[config.mk]
export PLATFORM = sky130hd
export DESIGN_NAME = atp_timer
export DESIGN_NICKNAME = d
export VERILOG_FILES = /design/src/logic/atp_pkg.sv /design/src/logic/atp_prescaler.sv /design/src/logic/atp_timer.sv
export SDC_FILE = /design/constraint.sdc
export NUM_CORES = 1
export LEC_CHECK = 0
export BUFFER_PORTS_ARGS = -buffer_cell sky130_fd_sc_hd__buf_4
export CORE_MARGIN = 2
export CORE_UTILIZATION = 45
export DETAILED_ROUTE_END_ITERATION = 12
export PLACE_DENSITY = 0.68
export REMOVE_ABC_BUFFERS = 1
export SLEW_MARGIN = 20
export SYNTH_ARGS = -nofsm -noshare
export SYNTH_HDL_FRONTEND = slang
export SYNTH_HIERARCHICAL = 1
export SYNTH_SLANG_ARGS = --single-unit
[constraint.sdc]
create_clock -name pclk -period 7 [get_ports pclk]
set_input_delay 1.4 -clock pclk [delete_from_list [all_inputs] [get_ports pclk]]
set_output_delay 1.4 -clock pclk [all_outputs]
set_load 0.1 [all_outputs]
[src/logic/atp_pkg.sv]
// Package with register map, field layout and encodings of the async timer unit.
package atp_pkg;

    // ************************************************************
    // Register map
    // ************************************************************
    localparam logic [7:0] ADDR_TIMER_CONTROL_A = 8'hB0;
    localparam logic [7:0] ADDR_TIMER_CONTROL_B = 8'hB1;
    localparam logic [7:0] ADDR_COUNTER         = 8'hB2;
    localparam logic [7:0] ADDR_COMPARE_A       = 8'hB3;
    localparam logic [7:0] ADDR_COMPARE_B       = 8'hB4;
    localparam logic [7:0] ADDR_ASYNC_STATUS    = 8'hB6;
    localparam logic [7:0] ADDR_GENERAL_CONTROL = 8'hB8;
    localparam logic [7:0] RESET_BYTE           = 8'h00;

    // ************************************************************
    // Field positions
    // ************************************************************
    localparam int CTLA_MODE_A_HI = 7;
    localparam int CTLA_MODE_A_LO = 6;
    localparam int CTLA_MODE_B_HI = 5;
    localparam int CTLA_MODE_B_LO = 4;
    localparam int CTLA_WAVE_HI   = 1;
    localparam int CTLA_WAVE_LO   = 0;
    localparam int CTLB_FORCE_A   = 7;
    localparam int CTLB_FORCE_B   = 6;
    localparam int CTLB_WAVE_HIGH = 3;
    localparam int CTLB_CS_HI     = 2;
    localparam int CTLB_CS_LO     = 0;
    localparam int ASR_ASYNC_SEL  = 5;
    localparam int GCR_PRESC_RST  = 1;
    localparam logic [7:0] CTLA_WMASK = 8'hF3;
    localparam logic [7:0] CTLB_RMASK = 8'h0F;
    localparam logic [7:0] ASR_WMASK  = 8'h20;
    localparam logic [7:0] COUNT_TOP_MAX = 8'hFF;
    localparam logic [7:0] COUNT_BOTTOM  = 8'h00;
    localparam int         PRESC_W       = 10;

    // ************************************************************
    // Encodings
    // ************************************************************
    typedef enum logic [2:0] {
        WAVE_NORMAL    = 3'h0,
        WAVE_PC_FF     = 3'h1,
        WAVE_CLR_MATCH = 3'h2,
        WAVE_FAST_FF   = 3'h3,
        WAVE_RSVD4     = 3'h4,
        WAVE_PC_OCA    = 3'h5,
        WAVE_RSVD6     = 3'h6,
        WAVE_FAST_OCA  = 3'h7
    } atp_wave_e;

    typedef enum logic [2:0] {
        CS_STOP  = 3'h0,
        CS_DIV1  = 3'h1,
        CS_DIV8  = 3'h2,
        CS_DIV32 = 3'h3,
        CS_DIV64 = 3'h4,
        CS_DIV128 = 3'h5,
        CS_DIV256 = 3'h6,
        CS_DIV1024 = 3'h7
    } atp_cs_e;

    typedef enum logic [1:0] {
        OM_OFF    = 2'h0,
        OM_TOGGLE = 2'h1,
        OM_CLEAR  = 2'h2,
        OM_SET    = 2'h3
    } atp_om_e;

    // Per-channel events presented to the waveform unit.
    typedef struct packed {
        logic match;
        logic force_strobe;
        logic at_bottom;
        logic at_top;
        logic top_equal;
    } atp_chan_ev_s;

    // Pin group for one crystal or compare pin.
    typedef struct packed {
        logic pin_out;
        logic pin_oe_n;
        logic port_detach;
    } atp_pin_s;

endpackage : atp_pkg

[src/logic/atp_prescaler.sv]
// Prescaler of the async timer unit: divide counter and tap selection.
`timescale 1ns/1ps
module atp_prescaler (
    // Clock and reset
    input  wire logic                pclk,
    input  wire logic                presetn,
    // Control
    input  wire logic                src_tick,
    input  wire logic                presc_clear,
    input  wire atp_pkg::atp_cs_e    clock_select,
    // Result
    output logic                     count_tick
);

    typedef struct packed {
        logic [atp_pkg::PRESC_W-1:0] div;
        logic                        tick;
    } atp_presc_s;

    atp_presc_s st;
    atp_presc_s next_st;
    logic [atp_pkg::PRESC_W-1:0] nxt_div;
    logic [atp_pkg::PRESC_W-1:0] wrap;

    // ************************************************************
    // Tap selection
    // ************************************************************
    always_comb begin
        nxt_div = st.div + atp_pkg::PRESC_W'(1);
        case (clock_select)
            atp_pkg::CS_DIV8:    wrap = atp_pkg::PRESC_W'(7);
            atp_pkg::CS_DIV32:   wrap = atp_pkg::PRESC_W'(31);
            atp_pkg::CS_DIV64:   wrap = atp_pkg::PRESC_W'(63);
            atp_pkg::CS_DIV128:  wrap = atp_pkg::PRESC_W'(127);
            atp_pkg::CS_DIV256:  wrap = atp_pkg::PRESC_W'(255);
            atp_pkg::CS_DIV1024: wrap = atp_pkg::PRESC_W'(1023);
            default:             wrap = '0;
        endcase
        next_st = st;
        next_st.tick = 1'b0;
        if (presc_clear) begin
            next_st.div = '0;
        end else if (src_tick && clock_select != atp_pkg::CS_STOP) begin
            next_st.div = nxt_div;
            // The tap fires on the source tick that completes a full division period.
            next_st.tick = (clock_select == atp_pkg::CS_DIV1) || ((st.div & wrap) == wrap);
        end
    end

    always_ff @(posedge pclk or negedge presetn) begin
        if (!presetn) begin
            st <= '0;
        end else begin
            st <= next_st;
        end
    end

    assign count_tick = st.tick;

endmodule : atp_prescaler

[src/logic/atp_timer.sv]
// Top of the async timer unit: APB registers, clock source, counter and compare outputs.
//
// Operation
// - Source clock is the I/O clock after reset; async select picks the crystal pin.
// - While async select is set, both crystal pins leave their port function.
// - Prescaler taps: undivided, /8, /32, /64, /128, /256, /1024, or stopped.
// - Writing one to prescaler reset clears the division counter.
// - Nonzero output mode gives the pin to the compare output, except PWM mode 01 on channel B or on A with waveform high bit zero; direction bit enables driver.
// - Non-PWM modes: 00 off, 01 toggle, 10 clear, 11 set on match.
// - Fast PWM: 10 clears on match, sets at bottom; 11 the opposite.
// - Channel A PWM mode 01 toggles on match only when waveform high bit is one.
// - Channel B PWM mode 01 is reserved; 10 and 11 behave as channel A.
// - Phase-correct: 10 clears on up match, sets on down match; 11 opposite.
// - Fast PWM with compare equal top and high mode bit: action at bottom only.
// - Phase-correct with compare equal top and high mode bit: action at top only.
// - Waveform field: 0 normal, 1 pc FF, 2 ctc, 3 fast FF, 5 pc A, 7 fast A.
// - Clock select 000 stop, 001 undivided, 010..111 /8 through /1024.
// - Force strobe in non-PWM applies output mode now, no counter clear, reads zero.
//
// Implementation choice: the APB interface to the registers.
`timescale 1ns/1ps
module atp_timer (
    // Clock and reset
    input  wire logic        pclk,
    input  wire logic        presetn,
    // APB slave
    input  wire logic        psel,
    input  wire logic        penable,
    input  wire logic        pwrite,
    input  wire logic [31:0] paddr,
    input  wire logic [31:0] pwdata,
    output logic      [31:0] prdata,
    output logic             pready,
    output logic             pslverr,
    // Crystal pins and port hand-over
    input  wire logic        crystal_in_pin,
    output logic             crystal_detach,
    // Direction bits of the pins carrying the compare outputs
    input  wire logic        dir_a,
    input  wire logic        dir_b,
    // Compare output pins
    output logic             compare_out_a,
    output logic             compare_out_a_oe_n,
    output logic             compare_a_override,
    output logic             compare_out_b,
    output logic             compare_out_b_oe_n,
    output logic             compare_b_override
);

    typedef struct packed {
        logic [7:0] ctl_a;
        logic [7:0] ctl_b;
        logic [7:0] count;
        logic [7:0] cmp_a;
        logic [7:0] cmp_b;
        logic       async_sel;
        logic       down;
        logic [1:0] xtal_sync;
        logic       xtal_prev;
        logic [1:0] oc;
        logic       force_a;
        logic       force_b;
        logic       presc_clr;
        logic [31:0] rdata;
    } atp_state_s;

    atp_state_s st;
    atp_state_s next_st;

    logic              wr_en;
    logic              rd_en;
    logic              addr_ok;
    logic [7:0]        wbyte;
    logic [7:0]        rbyte;
    logic              src_tick;
    logic              count_tick;
    atp_pkg::atp_wave_e wave;
    atp_pkg::atp_cs_e  csel;
    logic              pwm_fast;
    logic              pwm_pc;
    logic [7:0]        top;
    logic              at_top;
    logic              at_bottom;
    logic [1:0]        mode [2];
    logic [7:0]        cmpv [2];
    logic [1:0]        forcev;
    logic [1:0]        oc_next;

    // ************************************************************
    // APB decode
    // ************************************************************
    assign wr_en  = psel && penable && pwrite;
    assign rd_en  = psel && !penable && !pwrite;
    assign wbyte  = pwdata[7:0];
    assign pready = 1'b1;
    assign prdata = st.rdata;

    always_comb begin
        addr_ok = 1'b1;
        rbyte   = atp_pkg::RESET_BYTE;
        if (paddr[31:8] != '0) begin
            addr_ok = 1'b0;
        end else if (paddr[7:0] == atp_pkg::ADDR_TIMER_CONTROL_A) begin
            rbyte = st.ctl_a;
        end else if (paddr[7:0] == atp_pkg::ADDR_TIMER_CONTROL_B) begin
            rbyte = st.ctl_b & atp_pkg::CTLB_RMASK;
        end else if (paddr[7:0] == atp_pkg::ADDR_COUNTER) begin
            rbyte = st.count;
        end else if (paddr[7:0] == atp_pkg::ADDR_COMPARE_A) begin
            rbyte = st.cmp_a;
        end else if (paddr[7:0] == atp_pkg::ADDR_COMPARE_B) begin
            rbyte = st.cmp_b;
        end else if (paddr[7:0] == atp_pkg::ADDR_ASYNC_STATUS) begin
            rbyte[atp_pkg::ASR_ASYNC_SEL] = st.async_sel;
        end else if (paddr[7:0] == atp_pkg::ADDR_GENERAL_CONTROL) begin
            rbyte = atp_pkg::RESET_BYTE;
        end else begin
            addr_ok = 1'b0;
        end
    end

    assign pslverr = psel && penable && !addr_ok;

    // ************************************************************
    // Source clock and prescaler
    // ************************************************************
    // The crystal is sampled on pclk, so it must run well below half the bus rate.
    assign src_tick = st.async_sel ? (st.xtal_sync[1] && !st.xtal_prev) : 1'b1;
    assign crystal_detach = st.async_sel;
    assign csel = atp_pkg::atp_cs_e'(st.ctl_b[atp_pkg::CTLB_CS_HI:atp_pkg::CTLB_CS_LO]);

    atp_prescaler u_presc (
        .pclk         (pclk),
        .presetn      (presetn),
        .src_tick     (src_tick),
        .presc_clear  (st.presc_clr),
        .clock_select (csel),
        .count_tick   (count_tick)
    );

    // ************************************************************
    // Waveform mode decode
    // ************************************************************
    assign wave = atp_pkg::atp_wave_e'({st.ctl_b[atp_pkg::CTLB_WAVE_HIGH],
                                        st.ctl_a[atp_pkg::CTLA_WAVE_HI:atp_pkg::CTLA_WAVE_LO]});
    assign pwm_fast = (wave == atp_pkg::WAVE_FAST_FF) || (wave == atp_pkg::WAVE_FAST_OCA);
    assign pwm_pc   = (wave == atp_pkg::WAVE_PC_FF) || (wave == atp_pkg::WAVE_PC_OCA);
    always_comb begin
        case (wave)
            atp_pkg::WAVE_CLR_MATCH,
            atp_pkg::WAVE_PC_OCA,
            atp_pkg::WAVE_FAST_OCA: top = st.cmp_a;
            default:                top = atp_pkg::COUNT_TOP_MAX;
        endcase
    end
    assign at_top    = (st.count == top);
    assign at_bottom = (st.count == atp_pkg::COUNT_BOTTOM);
    assign mode[0] = st.ctl_a[atp_pkg::CTLA_MODE_A_HI:atp_pkg::CTLA_MODE_A_LO];
    assign mode[1] = st.ctl_a[atp_pkg::CTLA_MODE_B_HI:atp_pkg::CTLA_MODE_B_LO];
    assign cmpv[0] = st.cmp_a;
    assign cmpv[1] = st.cmp_b;
    assign forcev  = {st.force_b, st.force_a};

    // ************************************************************
    // Compare output per channel
    // ************************************************************
    genvar ch;
    generate
        for (ch = 0; ch < 2; ch++) begin : g_chan
            logic match;
            logic top_eq;
            always_comb begin
                match  = count_tick && (st.count == cmpv[ch]);
                top_eq = (cmpv[ch] == top) && mode[ch][1];
                oc_next[ch] = st.oc[ch];
                if (!pwm_fast && !pwm_pc) begin
                    if (match || forcev[ch]) begin
                        case (atp_pkg::atp_om_e'(mode[ch]))
                            atp_pkg::OM_TOGGLE: oc_next[ch] = !st.oc[ch];
                            atp_pkg::OM_CLEAR:  oc_next[ch] = 1'b0;
                            atp_pkg::OM_SET:    oc_next[ch] = 1'b1;
                            default:            oc_next[ch] = st.oc[ch];
                        endcase
                    end
                end else if (mode[ch] == atp_pkg::OM_TOGGLE) begin
                    // Toggle only for channel A with the high waveform bit set.
                    if (ch == 0 && st.ctl_b[atp_pkg::CTLB_WAVE_HIGH] && match) begin
                        oc_next[ch] = !st.oc[ch];
                    end
                end else if (mode[ch][1]) begin
                    if (pwm_fast) begin
                        if (count_tick && at_top) begin
                            oc_next[ch] = !mode[ch][0];
                        end else if (match && !top_eq) begin
                            oc_next[ch] = mode[ch][0];
                        end
                    end else begin
                        if (top_eq) begin
                            if (count_tick && at_top) begin
                                oc_next[ch] = !mode[ch][0];
                            end
                        end else if (match) begin
                            oc_next[ch] = st.down ? !mode[ch][0] : mode[ch][0];
                        end
                    end
                end
            end
        end
    endgenerate

    // ************************************************************
    // State update
    // ************************************************************
    always_comb begin
        next_st = st;
        next_st.xtal_sync = {st.xtal_sync[0], crystal_in_pin};
        next_st.xtal_prev = st.xtal_sync[1];
        next_st.force_a   = 1'b0;
        next_st.force_b   = 1'b0;
        next_st.presc_clr = 1'b0;
        next_st.oc        = oc_next;
        if (rd_en) begin
            next_st.rdata = {24'h000000, rbyte};
        end
        // Counter sequencing per waveform mode.
        if (count_tick) begin
            if (pwm_pc) begin
                if (!st.down && at_top) begin
                    next_st.down  = 1'b1;
                    next_st.count = st.count - 8'h01;
                end else if (st.down && at_bottom) begin
                    next_st.down  = 1'b0;
                    next_st.count = st.count + 8'h01;
                end else begin
                    next_st.count = st.down ? st.count - 8'h01 : st.count + 8'h01;
                end
            end else if (at_top && wave != atp_pkg::WAVE_NORMAL) begin
                next_st.count = atp_pkg::COUNT_BOTTOM;
            end else begin
                next_st.count = st.count + 8'h01;
            end
        end
        if (!pwm_pc) begin
            next_st.down = 1'b0;
        end
        if (wr_en && addr_ok) begin
            if (paddr[7:0] == atp_pkg::ADDR_TIMER_CONTROL_A) begin
                next_st.ctl_a = wbyte & atp_pkg::CTLA_WMASK;
            end else if (paddr[7:0] == atp_pkg::ADDR_TIMER_CONTROL_B) begin
                next_st.ctl_b   = wbyte & atp_pkg::CTLB_RMASK;
                next_st.force_a = wbyte[atp_pkg::CTLB_FORCE_A] && !pwm_fast && !pwm_pc;
                next_st.force_b = wbyte[atp_pkg::CTLB_FORCE_B] && !pwm_fast && !pwm_pc;
            end else if (paddr[7:0] == atp_pkg::ADDR_COUNTER) begin
                next_st.count = wbyte;
            end else if (paddr[7:0] == atp_pkg::ADDR_COMPARE_A) begin
                next_st.cmp_a = wbyte;
            end else if (paddr[7:0] == atp_pkg::ADDR_COMPARE_B) begin
                next_st.cmp_b = wbyte;
            end else if (paddr[7:0] == atp_pkg::ADDR_ASYNC_STATUS) begin
                next_st.async_sel = wbyte[atp_pkg::ASR_ASYNC_SEL];
            end else if (paddr[7:0] == atp_pkg::ADDR_GENERAL_CONTROL) begin
                next_st.presc_clr = wbyte[atp_pkg::GCR_PRESC_RST];
            end
        end
    end

    always_ff @(posedge pclk or negedge presetn) begin
        if (!presetn) begin
            st <= '0;
        end else begin
            st <= next_st;
        end
    end

    // ************************************************************
    // Pin outputs
    // ************************************************************
    assign compare_a_override = (mode[0] != atp_pkg::OM_OFF) && (!(pwm_fast || pwm_pc) ||
                                mode[0] != atp_pkg::OM_TOGGLE || st.ctl_b[atp_pkg::CTLB_WAVE_HIGH]);
    assign compare_b_override = (mode[1] != atp_pkg::OM_OFF) &&
                                (!(pwm_fast || pwm_pc) || mode[1] != atp_pkg::OM_TOGGLE);
    assign compare_out_a      = st.oc[0];
    assign compare_out_b      = st.oc[1];
    assign compare_out_a_oe_n = !(compare_a_override && dir_a);
    assign compare_out_b_oe_n = !(compare_b_override && dir_b);

endmodule : atp_timer

==> reports/results.ini <==
[grt]
grt_pass1_vias=3806
grt_max_degree=64
grt_pass1_wl_um=20100
overflow=0
antenna_found_initial=0
grtUsageTotal_pct=23.1

[worst_setup_path]
crit_required_ns=5.60
crit_path_end_kind=output pin
reg2regPathDepth=8
worstPathArrival_ns=2.66
crit_path_max_fanout=3
path_class=input port to output pin
startpoint_type=input port

[run]
maxCapViolCount=0

[pwr]
total_power_uw=760
p_switching_uw=245
sw_frac_of_total_pct=32.3
power.density_mw_per_mm2=148
internal_power_uw=514
p_seq_share_pct=48.0
leakagePower_nw=2.24
p_comb_share_pct=13.9
pwr-share-clk_pct=38.1
vdd_drop_max_v=0.0000726

[yosys]
synth-seq-cells=63
synth.avg_cell_area_um2=8.83
synth-edff-count=0
yosys.cell_types.count=77
syn-instance-count=524
syn_area_mm2=0.00463
yosysWarnings=6
seq_area_frac_synth_pct=34.1
synth_flop_cell=dfrtp_1
async_reset_ff_share_pct=100

[sta]
grt_setup_unrepaired=false
fmax_mhz=246
tns_ns=0
tightest_slew_ns=0.828
slew_viol_final=0
setup_violations=0
slew_headroom_pct=44.8
finClkSkew_ns=0.0110
fin_crit_sh_pct=58.0
fin_crit_ns=4.06
hold_viol=0

[clock_tree]
cts-buffers-inserted=9
ctsHoldBuffers=0
cts_tree=built
root_buffer=clkbuf_8
worstSkewPairLatency_ns=0.35
clk_pin_slew_worst_paths_ns=0.07
postCtsResizedCells=0
cts.sinks=63
clockBufferDepth=2
cts.htree.levels=3
cts_setup_buffers=0

[die]
die_x_um=105
initial_core_util_pct=45.6
num_rows=37
die-area_mm2=0.0111
die_h_um=105
ios=113
core_area_mm2=0.0101

[route]
drc=0
drt-wirelength-per-cell_um=18.1
ant_nets=0
viasPerCell=5.83
drt_iter0_drc=251
firstDrtPassIters=5
vias=4065
routed_wl_um=12600

[finish]
diodes=0
final_core_util_pct=50.7
layout_common_cells=63 x dfrtp_1, 63 x buf_4, 45 x nand2_1, 39 x nor2_1, 31 x o21ai_0
areaGrowthSynthToFinish_pct=11.0
nNetsFinal=632
postLayoutCellArea_mm2=0.00514
drive_above_1_share_pct=22.6

[placement]
placed_cell_area_mm2=0.00496
portBuffers=63
dp_hpwl_um=9060
routabilityCongestion=0.890

[worst_hold_path]
whs_path_depth=0
hold_class=register to register

[outcome]
outcome=complete, no violations

## synthesized netlist by cell type (all sizes together), types with 5 or more instances
| cell type | instances | area, µm² |
|---|---|---|
| or3 | 5 | 31.3 |
| mux2 | 30 | 342 |
| a211oi | 5 | 37.5 |
| xnor2 | 12 | 105 |
| nand4 | 8 | 50.1 |
| o211ai | 6 | 55.1 |
| nand2b | 7 | 43.8 |
| nor3 | 16 | 91.3 |
| a221oi | 5 | 43.8 |
| nand3 | 19 | 95.1 |
| a22oi | 5 | 37.5 |
| xor2 | 16 | 140 |
| mux2i | 8 | 80.1 |
| buf | 43 | 304 |
| nor2 | 39 | 146 |
| inv | 20 | 75.1 |
| dfrtp | 63 | 1580 |
| a21oi | 23 | 115 |
| nor4 | 16 | 119 |
| nand2 | 46 | 175 |
| and2 | 6 | 40.0 |
| nor3b | 7 | 57.6 |
| clkbuf | 21 | 80.1 |
| o21ai | 32 | 160 |
## layout make-up
type,instances,area [µm²]
repair buffers,63,473
well taps,136,170
fillers,949,5000
inverters,20,75.1
multi-input cells,399,2670
clock buffers,9,124
clock inverters,7,48.8
flip-flops and latches,63,1580
## path summary, 6_finish.rpt
check | startpoint | end | slack (ns)
worst min-delay path | next_st[39] | next_st[37] | 0.36
worst min register to register | next_st[39] | next_st[37] | 0.36
min in group asynchronous | presetn | cmpv[7] | 1.13
worst max register to register | st[74] | compare_out_b | 3.82
max in group asynchronous | presetn | cmpv[9] | 5.30
worst max-delay path | paddr[27] | pslverr | 2.94
## cells by family (layout without fill, tap and decap cells)
group	after synthesis	count (layout)	synth area share, %
buffers and inverters	85	99	10.1
adders and majority gates	4	4	1.08
AOI/OAI and AO/OA	115	115	18.2
and+or+nand+nor	189	189	21.9
muxes	38	38	9.11
xor gates and xnor gates	28	28	5.30
DFF	63	63	34.1
other	2	25	0.162
## critical path: stages
cell and delay (ns):
buf_4 0.11, nor4_1 0.32, nand4_1 0.17, nor2_1 0.20
and3b_1 0.20, nor2_1 0.05, buf_4 0.22
## routing by layer
metal / track usage (%) / up-vias / part of all wire (%) / wire length [µm]
li1: - / 1901 / - / -
met1: 31.7 / 1978 / 46 / 5760
met2: 36.0 / 174 / 46 / 5780
met3: 5.63 / 12 / 7.0 / 878
met4: 7.24 / 0 / 1.3 / 165
met5: 0 / - / 0 / 0
## registers in the layout (all words and copies together) (netlist names)
| signal | count |
|---|---|
| cmpv | 16 |
| compare_out_a | 1 |
| csel | 3 |
| u_presc/count_tick | 1 |
| st | 14 |
| prdata | 8 |
| next_st | 2 |
| u_presc/st | 10 |
| crystal_detach | 1 |
| forcev | 2 |
| compare_out_b | 1 |
| mode | 4 |
## through the flow
stage	worst slack (ns)	cells	hold WS, ns
2_1_floorplan	2.55	482	0.331
3_3_place_gp	2.94	681	0.337
3_5_place_dp	2.92	681	0.344
4_1_cts	2.91	697	0.360
5_1_grt	2.77	697	0.383
6_report	2.94	697	0.358
## power groups by stage
| stage | sequential (mW) | clock, mW | combinational [mW] |
|---|---|---|---|
| 3_3_place_gp | 0.372 | 0 | 0.105 |
| 2_1_floorplan | 0.372 | 0 | 0.0688 |
| 3_5_place_dp | 0.372 | 0 | 0.106 |
| 4_1_cts | 0.365 | 0.293 | 0.106 |
| 5_1_grt | 0.365 | 0.312 | 0.111 |
| 6_report | 0.365 | 0.289 | 0.105 |
Power figures use the tool's default switching activity.
